`config.mk`:
```
export PLATFORM = sky130hd
export DESIGN_NAME = dog_reset_cause_flag_top
export DESIGN_NICKNAME = d
export VERILOG_FILES = /design/src/verilog/dog_reset_cause_flag_pkg.sv /design/src/verilog/dog_reset_cause_flag_top.sv
export SDC_FILE = /design/constraint.sdc
export NUM_CORES = 1
export LEC_CHECK = 0
export BUFFER_PORTS_ARGS = -buffer_cell sky130_fd_sc_hd__buf_2
export CORE_MARGIN = 2
export CORE_UTILIZATION = 55
export CTS_BUF_LIST = sky130_fd_sc_hd__clkbuf_4 sky130_fd_sc_hd__clkbuf_8
export CTS_CLUSTER_DIAMETER = 100
export DETAILED_ROUTE_END_ITERATION = 10
export MAX_ROUTING_LAYER = met4
export PLACE_DENSITY_LB_ADDON = 0.12
export SLEW_MARGIN = 25
export SYNTH_ARGS = -nofsm -noshare
export SYNTH_HDL_FRONTEND = slang
export SYNTH_SLANG_ARGS = --single-unit
```
`constraint.sdc`:
```
create_clock -name clk -period 5.8 [get_ports clk]
set_input_delay 1.16 -clock clk [delete_from_list [all_inputs] [get_ports clk]]
set_output_delay 1.16 -clock clk [all_outputs]
set_load 0.02 [all_outputs]
```
`src/verilog/dog_reset_cause_flag_pkg.sv`:
```
// Package with the register map, field positions and timing constants of the watchdog block.
package dog_reset_cause_flag_pkg;

  ////////////////////////////////////////////////////////////////////////////////
  // Register indices and byte addresses.
  localparam logic [7:0] DOG_RESET_CAUSE_FLAG_CTRL_INDEX = 8'h21;
  localparam logic [7:0] DOG_RESET_CAUSE_FLAG_CAUSE_INDEX = 8'h22;
  localparam logic [9:0] DOG_RESET_CAUSE_FLAG_CTRL_ADDR = {DOG_RESET_CAUSE_FLAG_CTRL_INDEX, 2'h0};
  localparam logic [9:0] DOG_RESET_CAUSE_FLAG_CAUSE_ADDR = {DOG_RESET_CAUSE_FLAG_CAUSE_INDEX, 2'h0};

  ////////////////////////////////////////////////////////////////////////////////
  // Field positions of watchdog_control.
  localparam int DOG_RESET_CAUSE_FLAG_IRQ_FLAG_BIT = 7;
  localparam int DOG_RESET_CAUSE_FLAG_IRQ_EN_BIT = 6;
  localparam int DOG_RESET_CAUSE_FLAG_SEL3_BIT = 5;
  localparam int DOG_RESET_CAUSE_FLAG_CE_BIT = 4;
  localparam int DOG_RESET_CAUSE_FLAG_EN_BIT = 3;
  localparam int DOG_RESET_CAUSE_FLAG_SEL2_BIT = 2;
  localparam int DOG_RESET_CAUSE_FLAG_SEL1_BIT = 1;
  localparam int DOG_RESET_CAUSE_FLAG_SEL0_BIT = 0;

  // Field positions of reset_cause_status.
  localparam int DOG_RESET_CAUSE_FLAG_DOG_FLAG_BIT = 3;
  localparam int DOG_RESET_CAUSE_FLAG_BOR_FLAG_BIT = 2;
  localparam int DOG_RESET_CAUSE_FLAG_PIN_FLAG_BIT = 1;
  localparam int DOG_RESET_CAUSE_FLAG_POR_FLAG_BIT = 0;

  ////////////////////////////////////////////////////////////////////////////////
  // Reset values and the largest valid select code.
  localparam logic [3:0] DOG_RESET_CAUSE_FLAG_SEL_RESET = 4'h0;
  localparam logic [3:0] DOG_RESET_CAUSE_FLAG_SEL_MAX = 4'h9;
  localparam logic [7:0] DOG_RESET_CAUSE_FLAG_CAUSE_POR_VALUE = 8'h01;

  ////////////////////////////////////////////////////////////////////////////////
  // Timing: the watchdog oscillator tick is an enable derived from the system clock.
  localparam int DOG_RESET_CAUSE_FLAG_SYS_HZ = 125000000;
  localparam int DOG_RESET_CAUSE_FLAG_OSC_HZ = 128000;
  localparam int DOG_RESET_CAUSE_FLAG_OSC_DIV = DOG_RESET_CAUSE_FLAG_SYS_HZ / DOG_RESET_CAUSE_FLAG_OSC_HZ;
  localparam int DOG_RESET_CAUSE_FLAG_TIMEOUT_BASE = 2048;
  localparam logic [2:0] DOG_RESET_CAUSE_FLAG_CE_CYCLES = 3'h4;

endpackage : dog_reset_cause_flag_pkg

```
`src/verilog/dog_reset_cause_flag_top.sv`:
```
// Watchdog timer with reset-cause status register, reached over APB.
//
// What this block and its software do
// Cause register upper four bits read zero.
// Watchdog reset sets flag; power-on or zero-write clears.
// Brown-out sets flag; power-on or zero-write clears.
// Pin reset sets flag; power-on or zero-write clears.
// Power-on sets flag; only zero-write clears.
// Time-out in interrupt mode sets interrupt flag.
// Vector taken or one-write clears interrupt flag.
// Request needs global enable, flag, and local enable or an owed combined-mode time-out.
// Enables pick stop, interrupt or reset.
// Both enables: time-out clears interrupt enable.
// Change-enable clears itself four cycles later.
// Zero to enable ignored without change-enable.
// Time-out select written only under change-enable.
// Software disables via timed two-write sequence.
// Higher safety level keeps watchdog enabled.
// Watchdog-reset flag forces enable at lower level.
// Select code maps 2048 doubling to 1048576.
// Reserved select codes use a valid setting.
// Init software clears watchdog flag and enable.
// Software reads then clears the cause register.
// Counter runs on a 128 kHz oscillator tick.
// Counter restarts on restart, disable, device reset.
// Watchdog reset pulse lasts one clock.
// Higher safety level reads enable as one.
// Counter restarts from zero after each time-out.
//
// The implementer's own choice: the APB register port.
module dog_reset_cause_flag_top #(
  parameter int OSC_DIV = dog_reset_cause_flag_pkg::DOG_RESET_CAUSE_FLAG_OSC_DIV,          // System clocks per oscillator tick.
  parameter int TIMEOUT_BASE = dog_reset_cause_flag_pkg::DOG_RESET_CAUSE_FLAG_TIMEOUT_BASE // Ticks for select code zero.
) (
  input wire logic clk,                 // System clock, 125 MHz.
  input wire logic rst_n,               // Power-on reset, synchronous, active low.
  input wire logic psel,                // APB select.
  input wire logic penable,             // APB access phase.
  input wire logic pwrite,              // APB direction, high for write.
  input wire logic [9:0] paddr,         // APB byte address.
  input wire logic [31:0] pwdata,       // APB write data.
  input wire logic [3:0] pstrb,         // APB byte strobes; lane 0 holds the register.
  output logic [31:0] prdata,           // APB read data.
  output logic pready,                  // APB ready.
  output logic pslverr,                 // APB error for unmapped addresses.
  input wire logic safety_level_fuse,   // High selects the higher safety level.
  input wire logic global_irq_enable,   // Global interrupt enable of cpu_status_word.
  input wire logic irq_taken,           // Pulse: watchdog interrupt vector taken.
  input wire logic restart_cmd,         // Pulse: watchdog-restart instruction executed.
  input wire logic pin_reset_event,     // Pulse: external pin reset happened.
  input wire logic brownout_event,      // Pulse: brown-out reset happened.
  output logic irq_req,                 // Watchdog time-out interrupt request.
  output logic dog_reset_pulse          // One-clock system reset from the watchdog.
);
  import dog_reset_cause_flag_pkg::*;

  ////////////////////////////////////////////////////////////////////////////////
  // Helper functions.

  // Reserved select codes fall back to the longest valid period.
  function automatic logic [3:0] eff_select(input logic [3:0] code);
    eff_select = (code > DOG_RESET_CAUSE_FLAG_SEL_MAX) ? DOG_RESET_CAUSE_FLAG_SEL_MAX : code;
  endfunction

  // Time-out length in oscillator ticks minus one, for the terminal compare.
  function automatic logic [20:0] last_tick(input logic [3:0] code);
    logic [20:0] len;
    len = 21'(TIMEOUT_BASE) << eff_select(code);
    last_tick = len - 21'h1;
  endfunction

  ////////////////////////////////////////////////////////////////////////////////
  // State.
  logic timeout_irq_flag;
  logic timeout_irq_enable;
  logic change_enable;
  logic dog_enable;
  logic [3:0] timeout_select;
  logic [2:0] ce_count;
  logic dog_reset_cause_flag;
  logic brownout_cause_flag;
  logic pin_reset_cause_flag;
  logic poweron_cause_flag;
  logic [9:0] div_count;
  logic osc_tick;
  logic [20:0] wd_count;
  logic irq_owed;

  ////////////////////////////////////////////////////////////////////////////////
  // Bus decode. A write lands at the edge where pready is sampled high.
  logic hit_ctrl;
  logic hit_cause;
  logic wr_fire;
  logic ctl_write;
  logic st_write;
  logic ce_load;
  logic dev_rst;
  logic running;
  logic timeout;
  logic [7:0] ctrl_view;
  logic [7:0] cause_view;

  assign hit_ctrl = (paddr == DOG_RESET_CAUSE_FLAG_CTRL_ADDR);
  assign hit_cause = (paddr == DOG_RESET_CAUSE_FLAG_CAUSE_ADDR);
  assign wr_fire = psel && penable && pready && pwrite && pstrb[0];
  assign ctl_write = wr_fire && hit_ctrl;
  assign st_write = wr_fire && hit_cause;
  assign ce_load = ctl_write && pwdata[DOG_RESET_CAUSE_FLAG_CE_BIT];

  // Any device reset other than power-on: pin, brown-out or our own pulse.
  assign dev_rst = dog_reset_pulse || pin_reset_event || brownout_event;

  // Counter runs whenever either enable is set; both clear stops it.
  assign running = dog_enable || timeout_irq_enable;
  assign timeout = running && osc_tick && (wd_count == last_tick(timeout_select));

  // Read views. The enable reads one at the higher safety level.
  assign ctrl_view = {timeout_irq_flag, timeout_irq_enable, timeout_select[3], change_enable,
                      dog_enable || safety_level_fuse, timeout_select[2:0]};
  assign cause_view = {4'h0, dog_reset_cause_flag, brownout_cause_flag,
                       pin_reset_cause_flag, poweron_cause_flag};

  ////////////////////////////////////////////////////////////////////////////////
  // APB slave: one wait state, so pready rises in the second access cycle.
  always_ff @(posedge clk) begin
    if (!rst_n) begin
      pready <= 1'b0;
      pslverr <= 1'b0;
      prdata <= 32'h0;
    end else if (psel && penable && !pready) begin
      pready <= 1'b1;
      pslverr <= !(hit_ctrl || hit_cause);
      prdata <= hit_ctrl ? {24'h0, ctrl_view} : (hit_cause ? {24'h0, cause_view} : 32'h0);
    end else begin
      pready <= 1'b0;
      pslverr <= 1'b0;
    end
  end

  ////////////////////////////////////////////////////////////////////////////////
  // Oscillator tick: a divider stands in for the separate slow oscillator.
  // The tick is slightly fast since the division rounds down; that errs toward safety.
  always_ff @(posedge clk) begin
    if (!rst_n || div_count == 10'(OSC_DIV - 1)) begin
      div_count <= 10'h0;
    end else begin
      div_count <= div_count + 10'h1;
    end
  end

  always_ff @(posedge clk) begin
    if (!rst_n) begin
      osc_tick <= 1'b0;
    end else begin
      osc_tick <= (div_count == 10'(OSC_DIV - 1));
    end
  end

  ////////////////////////////////////////////////////////////////////////////////
  // Watchdog counter in oscillator ticks.
  always_ff @(posedge clk) begin
    if (!rst_n || dev_rst || restart_cmd || !running || timeout) begin
      wd_count <= 21'h0;
    end else if (osc_tick) begin
      wd_count <= wd_count + 21'h1;
    end
  end

  ////////////////////////////////////////////////////////////////////////////////
  // Change-enable window: set by a write of one, cleared four clocks later.
  always_ff @(posedge clk) begin
    if (!rst_n || dev_rst) begin
      change_enable <= 1'b0;
      ce_count <= 3'h0;
    end else if (ce_load) begin
      change_enable <= 1'b1;
      ce_count <= DOG_RESET_CAUSE_FLAG_CE_CYCLES;
    end else if (ce_count != 3'h0) begin
      ce_count <= ce_count - 3'h1;
      change_enable <= (ce_count != 3'h1);
    end else begin
      change_enable <= 1'b0;
    end
  end

  ////////////////////////////////////////////////////////////////////////////////
  // Watchdog enable with its guards and forcing terms.
  always_ff @(posedge clk) begin
    if (!rst_n) begin
      dog_enable <= 1'b0;
    end else if (safety_level_fuse) begin
      dog_enable <= 1'b1;
    end else if (dog_reset_cause_flag) begin
      dog_enable <= 1'b1;
    end else if (dev_rst) begin
      dog_enable <= 1'b0;
    end else if (ctl_write) begin
      if (pwdata[DOG_RESET_CAUSE_FLAG_EN_BIT]) begin
        dog_enable <= 1'b1;
      end else if (change_enable) begin
        dog_enable <= 1'b0;
      end
    end
  end

  // Time-out select, changed only inside the window.
  always_ff @(posedge clk) begin
    if (!rst_n || dev_rst) begin
      timeout_select <= DOG_RESET_CAUSE_FLAG_SEL_RESET;
    end else if (ctl_write && change_enable) begin
      timeout_select <= {pwdata[DOG_RESET_CAUSE_FLAG_SEL3_BIT], pwdata[DOG_RESET_CAUSE_FLAG_SEL2_BIT],
                         pwdata[DOG_RESET_CAUSE_FLAG_SEL1_BIT], pwdata[DOG_RESET_CAUSE_FLAG_SEL0_BIT]};
    end
  end

  ////////////////////////////////////////////////////////////////////////////////
  // Interrupt enable: hardware clears it at a time-out when the reset enable is set,
  // so a missed service turns the next time-out into a reset.
  always_ff @(posedge clk) begin
    if (!rst_n || dev_rst) begin
      timeout_irq_enable <= 1'b0;
    end else if (timeout && dog_enable && timeout_irq_enable) begin
      timeout_irq_enable <= 1'b0;
    end else if (ctl_write) begin
      timeout_irq_enable <= pwdata[DOG_RESET_CAUSE_FLAG_IRQ_EN_BIT];
    end
  end

  // Interrupt flag: a time-out in the same cycle as a clear wins.
  always_ff @(posedge clk) begin
    if (!rst_n || dev_rst) begin
      timeout_irq_flag <= 1'b0;
    end else if (timeout && timeout_irq_enable) begin
      timeout_irq_flag <= 1'b1;
    end else if (irq_taken || (ctl_write && pwdata[DOG_RESET_CAUSE_FLAG_IRQ_FLAG_BIT])) begin
      timeout_irq_flag <= 1'b0;
    end
  end

  // With both enables set, the time-out clears the interrupt enable in the same edge that
  // raises the flag. That time-out still owes its interrupt, so it stays owed until the
  // flag is cleared; without this the combined mode would never interrupt at all.
  always_ff @(posedge clk) begin
    if (!rst_n || dev_rst) begin
      irq_owed <= 1'b0;
    end else if (timeout && dog_enable && timeout_irq_enable) begin
      irq_owed <= 1'b1;
    end else if (!timeout_irq_flag) begin
      irq_owed <= 1'b0;
    end
  end

  // Registered request to the interrupt controller.
  always_ff @(posedge clk) begin
    if (!rst_n) begin
      irq_req <= 1'b0;
    end else begin
      irq_req <= global_irq_enable && (timeout_irq_enable || irq_owed) && timeout_irq_flag;
    end
  end

  // Reset pulse when only the reset enable is set.
  always_ff @(posedge clk) begin
    if (!rst_n) begin
      dog_reset_pulse <= 1'b0;
    end else begin
      dog_reset_pulse <= timeout && dog_enable && !timeout_irq_enable;
    end
  end

  ////////////////////////////////////////////////////////////////////////////////
  // Reset-cause flags. Power-on clears all but its own; a set beats a zero-write.
  always_ff @(posedge clk) begin
    if (!rst_n) begin
      dog_reset_cause_flag <= 1'b0;
    end else if (timeout && dog_enable && !timeout_irq_enable) begin
      dog_reset_cause_flag <= 1'b1;
    end else if (st_write && !pwdata[DOG_RESET_CAUSE_FLAG_DOG_FLAG_BIT]) begin
      dog_reset_cause_flag <= 1'b0;
    end
  end

  always_ff @(posedge clk) begin
    if (!rst_n) begin
      brownout_cause_flag <= 1'b0;
    end else if (brownout_event) begin
      brownout_cause_flag <= 1'b1;
    end else if (st_write && !pwdata[DOG_RESET_CAUSE_FLAG_BOR_FLAG_BIT]) begin
      brownout_cause_flag <= 1'b0;
    end
  end

  always_ff @(posedge clk) begin
    if (!rst_n) begin
      pin_reset_cause_flag <= 1'b0;
    end else if (pin_reset_event) begin
      pin_reset_cause_flag <= 1'b1;
    end else if (st_write && !pwdata[DOG_RESET_CAUSE_FLAG_PIN_FLAG_BIT]) begin
      pin_reset_cause_flag <= 1'b0;
    end
  end

  always_ff @(posedge clk) begin
    if (!rst_n) begin
      poweron_cause_flag <= DOG_RESET_CAUSE_FLAG_CAUSE_POR_VALUE[DOG_RESET_CAUSE_FLAG_POR_FLAG_BIT];
    end else if (st_write && !pwdata[DOG_RESET_CAUSE_FLAG_POR_FLAG_BIT]) begin
      poweron_cause_flag <= 1'b0;
    end
  end
endmodule // dog_reset_cause_flag_top
```
==> key figures, run 1 <==
Clocking
  – CTS root buf: clkbuf_8
  – CTS Hold Bufs: 0
  – H-tree depth: 3
  – CTS resizes: 0
  – Skew-Pair Late Insertion Delay: ~0.34 ns
  – Inserted Clock Buffers: 9
  – Clk buf depth: 2
  – CTS tree: yes
  – Clock-pin slew on the worst setup and hold paths: ~0.070 ns
  – Post-CTS Setup Bufs: 0
  – CTS Sinks: 60

Synth
  – Post-synthesis area per instance: between 8 and 9 um^2
  – Yosys warnings: 0
  – Yosys top cell area share: 38.4%
  – Count leader, synth: dfxtp_1
  – Most instantiated cells after synthesis: dfxtp_1 (60), nor2_1 (35), nand2_1 (32), buf_4 (25), nand3_1 (24)
  – Synth Cell Area: approximately 3100 um^2
  – Register area share after synthesis: 38.4%
  – Synth Instances: about 360
  – Yosys reg bits: 60
  – Largest cells by area after synthesis: dfxtp_1 (38%), buf_4 (6.0%), xnor2_1 (5.9%), nor2_1 (4.2%), nor2_2 (4.0%)
  – Top_reg_cell synth: dfxtp_1
  – Post-synth ARST share: 0%
  – Cell taking the most area after synthesis: dfxtp_1
  – Unique masters post-synth: 52
  – Post-synth EDFFs: 0

STA
  – Setup slack after layout: 3.07 ns
  – Relative slew slack: between 50 and 60%
  – Max Transition Viols Final: 0
  – Final worst-path cycle share: between 40% and 50%
  – Slew @ Worst Pin: 0.679 ns
  – Skew final: 0.00716 ns
  – Fmax: 367 MHz
  – Unrepaired setup endpoints after global routing: no
  – Hold_ws: approximately 0.46 ns
  – Tmin final: approximately 2.7 ns
  – Setup_tns: 0 ns
  – Final Hold Fails: 0
  – Final number of setup-violating endpoints: 0

Critical path
  – Buf/Inv on CP: 2
  – Reg2Reg Depth: 10
  – Crit. End Element: flop
  – RR Startpoint: timeout_select[3]
  – Setup CP Type: reg -> reg
  – Delay of the slowest critical-path stage: around 0.5 ns
  – Slowest CP cell: dfxtp_1
  – Critical-path maximum fanout: 21
  – CP Cell Sequence: nor4_4, inv_1, ha_1, or4b_1, o21ai_0, o21ai_0, nand2_1, o21ai_2, buf_4, nor2_2
  – Largest delay share family, worst path: simple AND/OR/NAND/NOR gates
  – Register-to-register setup slack: between 3 and 4 ns
  – RR Endpoint: wd_count[1]
  – Startpoint Class: flop
  – Data required, critical path: roughly 6 ns
  – Crit path top cell by count: o21ai_0
  – CP Data Arrival Time: 3.00 ns

Min path
  – HP Class: reg -> reg
  – Hold Path Depth: 2
  – Worst hold path startpoint: prdata[4]
  – Hold path endpoint: prdata[4]

Pwr
  – VDD IR-drop max: 173 uV
  – Power Density: ~250 nW/um^2
  – Power, Total: between 0.0008 and 0.0009 W
  – Static Leakage: ~1.3 nW

Place
  – Dpl hpwl: 4350 um
  – Port-buffer cells: 41
  – Dpl ws: roughly 2.8 ns
  – GP Congestion: a little under 0.8

Drt
  – DRC: 0
  – WL final: 6100 um
  – DRT Pass-1 Iters: 4
  – Antenna Nets Post-Route: 0
  – Vias per inst: 5.22
  – Vias post-DR: 2,478
  – Wire length per cell: roughly 13 um
  – Detailed router's first-iteration violation count: about 130

Final layout
  – Fin nets: ~460
  – ANT cells: 0
  – Share of post-route cells with drive strength above 1: 21.1%
  – Layout area overhead: 9.67%

Global route
  – Gr ovfl total: 0
  – Global-route wire length before repair: 10,200 um
  – Antenna violations before repair: 0
  – Total track usage: around 22%
  – Pin count of the biggest net entering global routing: 22
  – Vias in the first global route: about 2,400

Die
  – Die area: roughly 6300 um^2
  – # rows: 27
  – Chip height: around 79 um
  – Core box area: ~5500 um^2
  – Die width: ~79 um
  – Effective utilization at floorplan: 56.9%
  – I/O pin count: between 90 and 100

Outcome
  – Outcome: finished, final reports clean

Run
  – Max cap viols: 0
tightest hold or removal path, stage by stage, from the launching register on:
cell	delay [ns]
dfxtp_1	0.31
nand2_1	0.05
a21boi_0	0.06
state kept, by name, summed over array words and instances (netlist names), 3 cells and up:
name            flops
ce_count            3
div_count          10
prdata              8
timeout_select      4
wd_count           21
placed cells by master, fill, tap and decap left out, types with 3 or more instances in the layout:
| cell type | n |
|---|---|
| a21oi_1 | 11 |
| clkbuf_8 | 10 |
| xnor2_1 | 21 |
| inv_1 | 9 |
| buf_2 | 41 |
| o21a_1 | 5 |
| ha_1 | 6 |
| nand3_1 | 24 |
| and2_1 | 6 |
| nand4_1 | 4 |
| nand2_1 | 32 |
| mux2i_1 | 4 |
| nor4_2 | 3 |
| nor3b_1 | 4 |
| nor2_2 | 20 |
| nor3_1 | 8 |
| nor2_1 | 35 |
| o21ai_0 | 5 |
| a21boi_0 | 4 |
| or3_1 | 3 |
| a221oi_1 | 3 |
| and3_1 | 3 |
| nand2b_1 | 7 |
| dfxtp_1 | 60 |
| conb_1 | 24 |
| a211oi_1 | 4 |
| xor2_1 | 12 |
routing by layer:
| metal | track usage (%) | part of all wire [%] |
|---|---|---|
| met1 | 26.7 | 45 |
| met2 | 32.1 | 46 |
| met3 | 7.24 | 7.0 |
| met4 | 9.83 | 1.6 |
| met5 | - | 0 |
cells by family (layout without fill, tap and decap cells):
| kind of cell | count (synthesis) | count (layout) | synth area share, % |
|---|---|---|---|
| AND/OR/NAND/NOR | 166 | 166 | 28.8 |
| flip-flops | 60 | 60 | 38.4 |
| buffers and inverters | 49 | 66 | 10.1 |
| AO/OA/AOI/OAI | 44 | 44 | 9.71 |
| XOR/XNOR | 33 | 33 | 9.23 |
| adder cells (fa/ha/maj) | 6 | 6 | 2.40 |
| multiplexers | 4 | 4 | 1.28 |
| other | 1 | 24 | 0.120 |
through the flow:
stage / instance area, um^2 / utilization (%) / instances
global placement: 3240 / 58.8 / 460
global route: 3430 / 62.3 / 475
detailed placement: 3240 / 58.8 / 460
CTS: 3430 / 62.3 / 475
floorplan: 3220 / - / 386
finish: 3430 / 62.3 / 475
power breakdown:
part	leakage, nW	total [W]	switching, W	internal, W
registers	0.486	0.000421	0.00000399	0.000417
clock network	0.0948	0.000375	0.000164	0.000212
logic	0.684	0.0000483	0.0000324	0.0000159
total	1.26	0.000845	0.000200	0.000645
worst max path at each step:
| stage | startpoint | endpoint | slack [ns] | cells past startpoint |
|---|---|---|---|---|
| 5_1_grt | timeout_select[3] | wd_count[11] | 2.88 | 10 |
| 6_report | timeout_select[3] | wd_count[1] | 3.07 | 10 |
| 2_1_floorplan | paddr[6] | timeout_select[0] | 3.35 | 8 |
| 3_3_place_gp | paddr[1] | timeout_select[3] | 2.84 | 7 |
| 4_1_cts | timeout_select[3] | wd_count[9] | 3.06 | 10 |
| 3_5_place_dp | paddr[1] | timeout_select[1] | 2.84 | 7 |
area by class of cell:
cell class                 instances  area, um^2
inverter                           9        33.8
timing repair buffer              42         213
clock inverter                     4        50.0
tap                               72        90.1
sequential                        60        1200
fill                             495        2070
clock buffer                      11         145
multi-input combinational        277        1700
(Power assumes the default switching activity.)
==> inputs of run 2 (changes only) <==
--- a/config.mk
+++ b/config.mk
@@ -5,9 +5,10 @@
 export SDC_FILE = /design/constraint.sdc
 export NUM_CORES = 1
 export LEC_CHECK = 0
+export ABC_AREA = 1
 export BUFFER_PORTS_ARGS = -buffer_cell sky130_fd_sc_hd__buf_2
 export CORE_MARGIN = 2
-export CORE_UTILIZATION = 55
+export CORE_UTILIZATION = 48
 export CTS_BUF_LIST = sky130_fd_sc_hd__clkbuf_4 sky130_fd_sc_hd__clkbuf_8
 export CTS_CLUSTER_DIAMETER = 100
 export DETAILED_ROUTE_END_ITERATION = 10
==> constraint.sdc (replaced) <==
create_clock -name clk -period 2.3 [get_ports clk]
set_input_delay 0.46 -clock clk [delete_from_list [all_inputs] [get_ports clk]]
set_output_delay 0.46 -clock clk [all_outputs]
set_load 0.02 [all_outputs]
==> run 2 against run 1 <==
Effect of this change: non-clock buffer count increased by 4; worst hold slack got worse by 0.11 ns; worst setup slack got worse by 2.8 ns; first-iteration DRC count decreased by 55%.
==> key figures, run 2 <==
STA
  – Tmin final: between 2 and 2.5 ns
  – Skew final: about 0.012 ns
  – Setup slack after layout: 0.226 ns
  – Slew @ Worst Pin: roughly 0.64 ns
  – Relative slew slack: between 50% and 60%
  – Final number of setup-violating endpoints: 0
  – Fmax: a little under 500 MHz
  – Final Hold Fails: 0
  – Final worst-path cycle share: about nine tenths
  – Max Transition Viols Final: 0

Critical path
  – Setup CP Type: reg -> reg
  – Critical-path maximum fanout: 21
  – Critical path origin: timeout_select[2]
  – Reg2Reg Depth: 16
  – Startpoint Class: flop
  – Register-to-register setup slack: 0.23 ns
  – Data required, critical path: between 2 and 3 ns
  – Crit. End Element: flop
  – CP Data Arrival Time: about 2.3 ns
  – RR Startpoint: timeout_select[2]
  – RR Endpoint: wd_count[14]

Synth
  – Yosys warnings: 0
  – Count leader, synth: nand2_1
  – Unique masters post-synth: 43
  – Most instantiated cells after synthesis: nand2_1 (77), dfxtp_1 (60), nor2_1 (59), inv_1 (52), buf_4 (24)
  – Register area share after synthesis: roughly two fifths
  – Synth Instances: between 400 and 500
  – Synth Cell Area: 3120 um^2
  – Cell taking the most area after synthesis: dfxtp_1
  – Yosys top cell area share: approximately 39%
  – Post-synth ARST share: 0%
  – Post-synthesis area per instance: roughly 7.4 um^2
  – Yosys reg bits: 60
  – Post-synth EDFFs: 0
  – Top_reg_cell synth: dfxtp_1
  – Largest cells by area after synthesis: dfxtp_1 (39%), nand2_1 (9.3%), nor2_1 (7.1%), inv_1 (6.3%), buf_4 (5.8%)

Drt
  – DRT Pass-1 Iters: 4
  – Wire length per cell: 11.0 um
  – Vias per inst: ~4.8
  – DRC: 0
  – Detailed router's first-iteration violation count: 60
  – Antenna Nets Post-Route: 0
  – WL final: between 6000 and 7000 um
  – Vias post-DR: 2,640

Min path
  – Worst hold path startpoint: global_irq_enable
  – Hold Path Depth: 3
  – Hold path endpoint: irq_req
  – HP Class: in -> reg

Final layout
  – Max reg flops: 21
  – ANT cells: 0
  – Commonest cells after routing, fill and taps aside: nand2_1 (77), dfxtp_1 (60), nor2_1 (59)
  – Fin nets: approximately 540
  – Top reg by flops: wd_count
  – Finished Core Util: 55.8%
  – Commonest non-fill, non-tap cell in the layout: nand2_1
  – Biggest regs: wd_count (21), div_count (10), prdata (8)
  – Layout area overhead: 13.1%
  – Share of post-route cells with drive strength above 1: between 10% and 20%
  – Non-Filler Instances: ~550

Clocking
  – CTS tree: yes
  – CTS root buf: clkbuf_8
  – Inserted Clock Buffers: 9
  – Clk buf depth: 2
  – Clock-pin slew on the worst setup and hold paths: ~0.070 ns
  – Post-CTS Setup Bufs: 0
  – CTS Sinks: 60
  – Skew-Pair Late Insertion Delay: approximately 0.34 ns
  – H-tree depth: 3

Run
  – Max cap viols: 0

Die
  – # rows: 29
  – Effective utilization at floorplan: between 40% and 50%
  – Chip height: around 85 um
  – I/O pin count: 93
  – Core box area: roughly 6300 um^2
  – Die width: approximately 85 um
  – Die area: about 7200 um^2

Pwr
  – Power Density: approximately 600 nW/um^2
  – Int Pwr: about 0.0016 W
  – Power share of the clock group: a little over two fifths
  – Combinational power share: between 6 and 7%
  – Part of the power in registers: between 40% and 50%
  – Static Leakage: 1.46 nW
  – Switching Share: 24.6%
  – Net switching power: 0.000524 W
  – VDD IR-drop max: 430 uV

Global route
  – Total track usage: 18.5%
  – Gr ovfl total: 0
  – Global-route wire length before repair: around 11,000 um
  – Antenna violations before repair: 0
  – Vias in the first global route: around 2,400
  – Pin count of the biggest net entering global routing: 22

Place
  – Port-buffer cells: between 40 and 50
  – GP Congestion: around 0.82
  – Dpl ws: a little over 0.2 ns
  – Dpl hpwl: between 4000 and 5000 um
  – Dpl cells: roughly 540

Outcome
  – Outcome: finished, final reports clean
[run 2: changes by cell type after synthesis, sizes merged, moves of 7 or more]
cell	previous run	this run
nor2	55	64
nand2b	7	0
nand2	32	80
a21oi	11	25
xnor2	21	9
buf	35	27
nand3	24	17
inv	9	54
[run 2: how the worst max path moves through the flow]
stage              endpoint  slack [ns]
2_1_floorplan  wd_count[20]        0.35
3_3_place_gp   wd_count[14]        0.23
3_5_place_dp   wd_count[14]        0.20
4_1_cts        wd_count[14]        0.18
5_1_grt        wd_count[14]      -0.008
6_report       wd_count[14]        0.23
[run 2: worst max-delay path, cell delays in order (launching register included)]
cell	delay, ns
dfxtp_1	0.35
inv_4	0.12
nand3_2	0.10
ha_1	0.31
inv_1	0.06
nand2_1	0.04
nand2_1	0.05
nand2_1	0.04
nor2_1	0.09
nand2_1	0.06
nor2_1	0.09
nand3_1	0.10
nor2_2	0.15
nand2_2	0.08
nand2_2	0.08
buf_12	0.16
nor3_1	0.06
[run 2: area by class of cell]
cell class / count / area, um^2
timing repair buffer: 46 / 255
multi-input combinational: 300 / 1570
fill: 617 / 2790
clock buffer: 10 / 131
sequential: 60 / 1200
tap: 77 / 96.3
clock inverter: 6 / 63.8
inverter: 55 / 209
[run 2: power groups by stage]
stage / registers, W / logic [W] / clock network (W)
after floorplan: 0.00110 / 0.000106 / 0
after global placement: 0.00109 / 0.000134 / 0
after detailed placement: 0.00109 / 0.000135 / 0
after CTS: 0.00107 / 0.000135 / 0.000963
after global routing: 0.00107 / 0.000150 / 0.000998
final: 0.00107 / 0.000135 / 0.000934
[run 2: what timing repair did]
| action | CTS | global route |
|---|---|---|
| hold buffers | 0 | 0 |
| resized for setup | 0 | 1 |
| endpoints found under the setup margin | 0 | 21 |
[run 2: cells by family (layout without fill, tap and decap cells)]
| group | count (synthesis) | in the layout | share of synthesized area, % |
|---|---|---|---|
| and+or+nand+nor | 196 | 196 | 28.5 |
| buffers and inverters | 85 | 117 | 13.9 |
| adders and majority gates | 6 | 6 | 2.41 |
| AOI/OAI and AO/OA | 53 | 53 | 10.5 |
| other | 1 | 24 | 0.120 |
| muxes | 1 | 1 | 0.361 |
| DFF | 60 | 60 | 38.5 |
| xor gates and xnor gates | 20 | 20 | 5.62 |
[run 2: layer usage]
metal	track usage, %	wire length (um)
met2	28.6	2680
met5	-	0
met3	5.51	271
met4	5.19	80
met1	23.7	3070
[run 2: stage by stage]
stage | total power, W | area [um^2] | setup TNS (ns) | hold slack, ns
after CTS | 0.00216 | 3520 | 0 | 0.341
after global placement | 0.00122 | 3330 | 0 | 0.428
final | 0.00214 | 3530 | 0 | 0.356
after floorplan | 0.00121 | 3200 | 0 | 0.418
after detailed placement | 0.00122 | 3330 | 0 | 0.440
after global routing | 0.00222 | 3530 | -0.0222 | 0.346
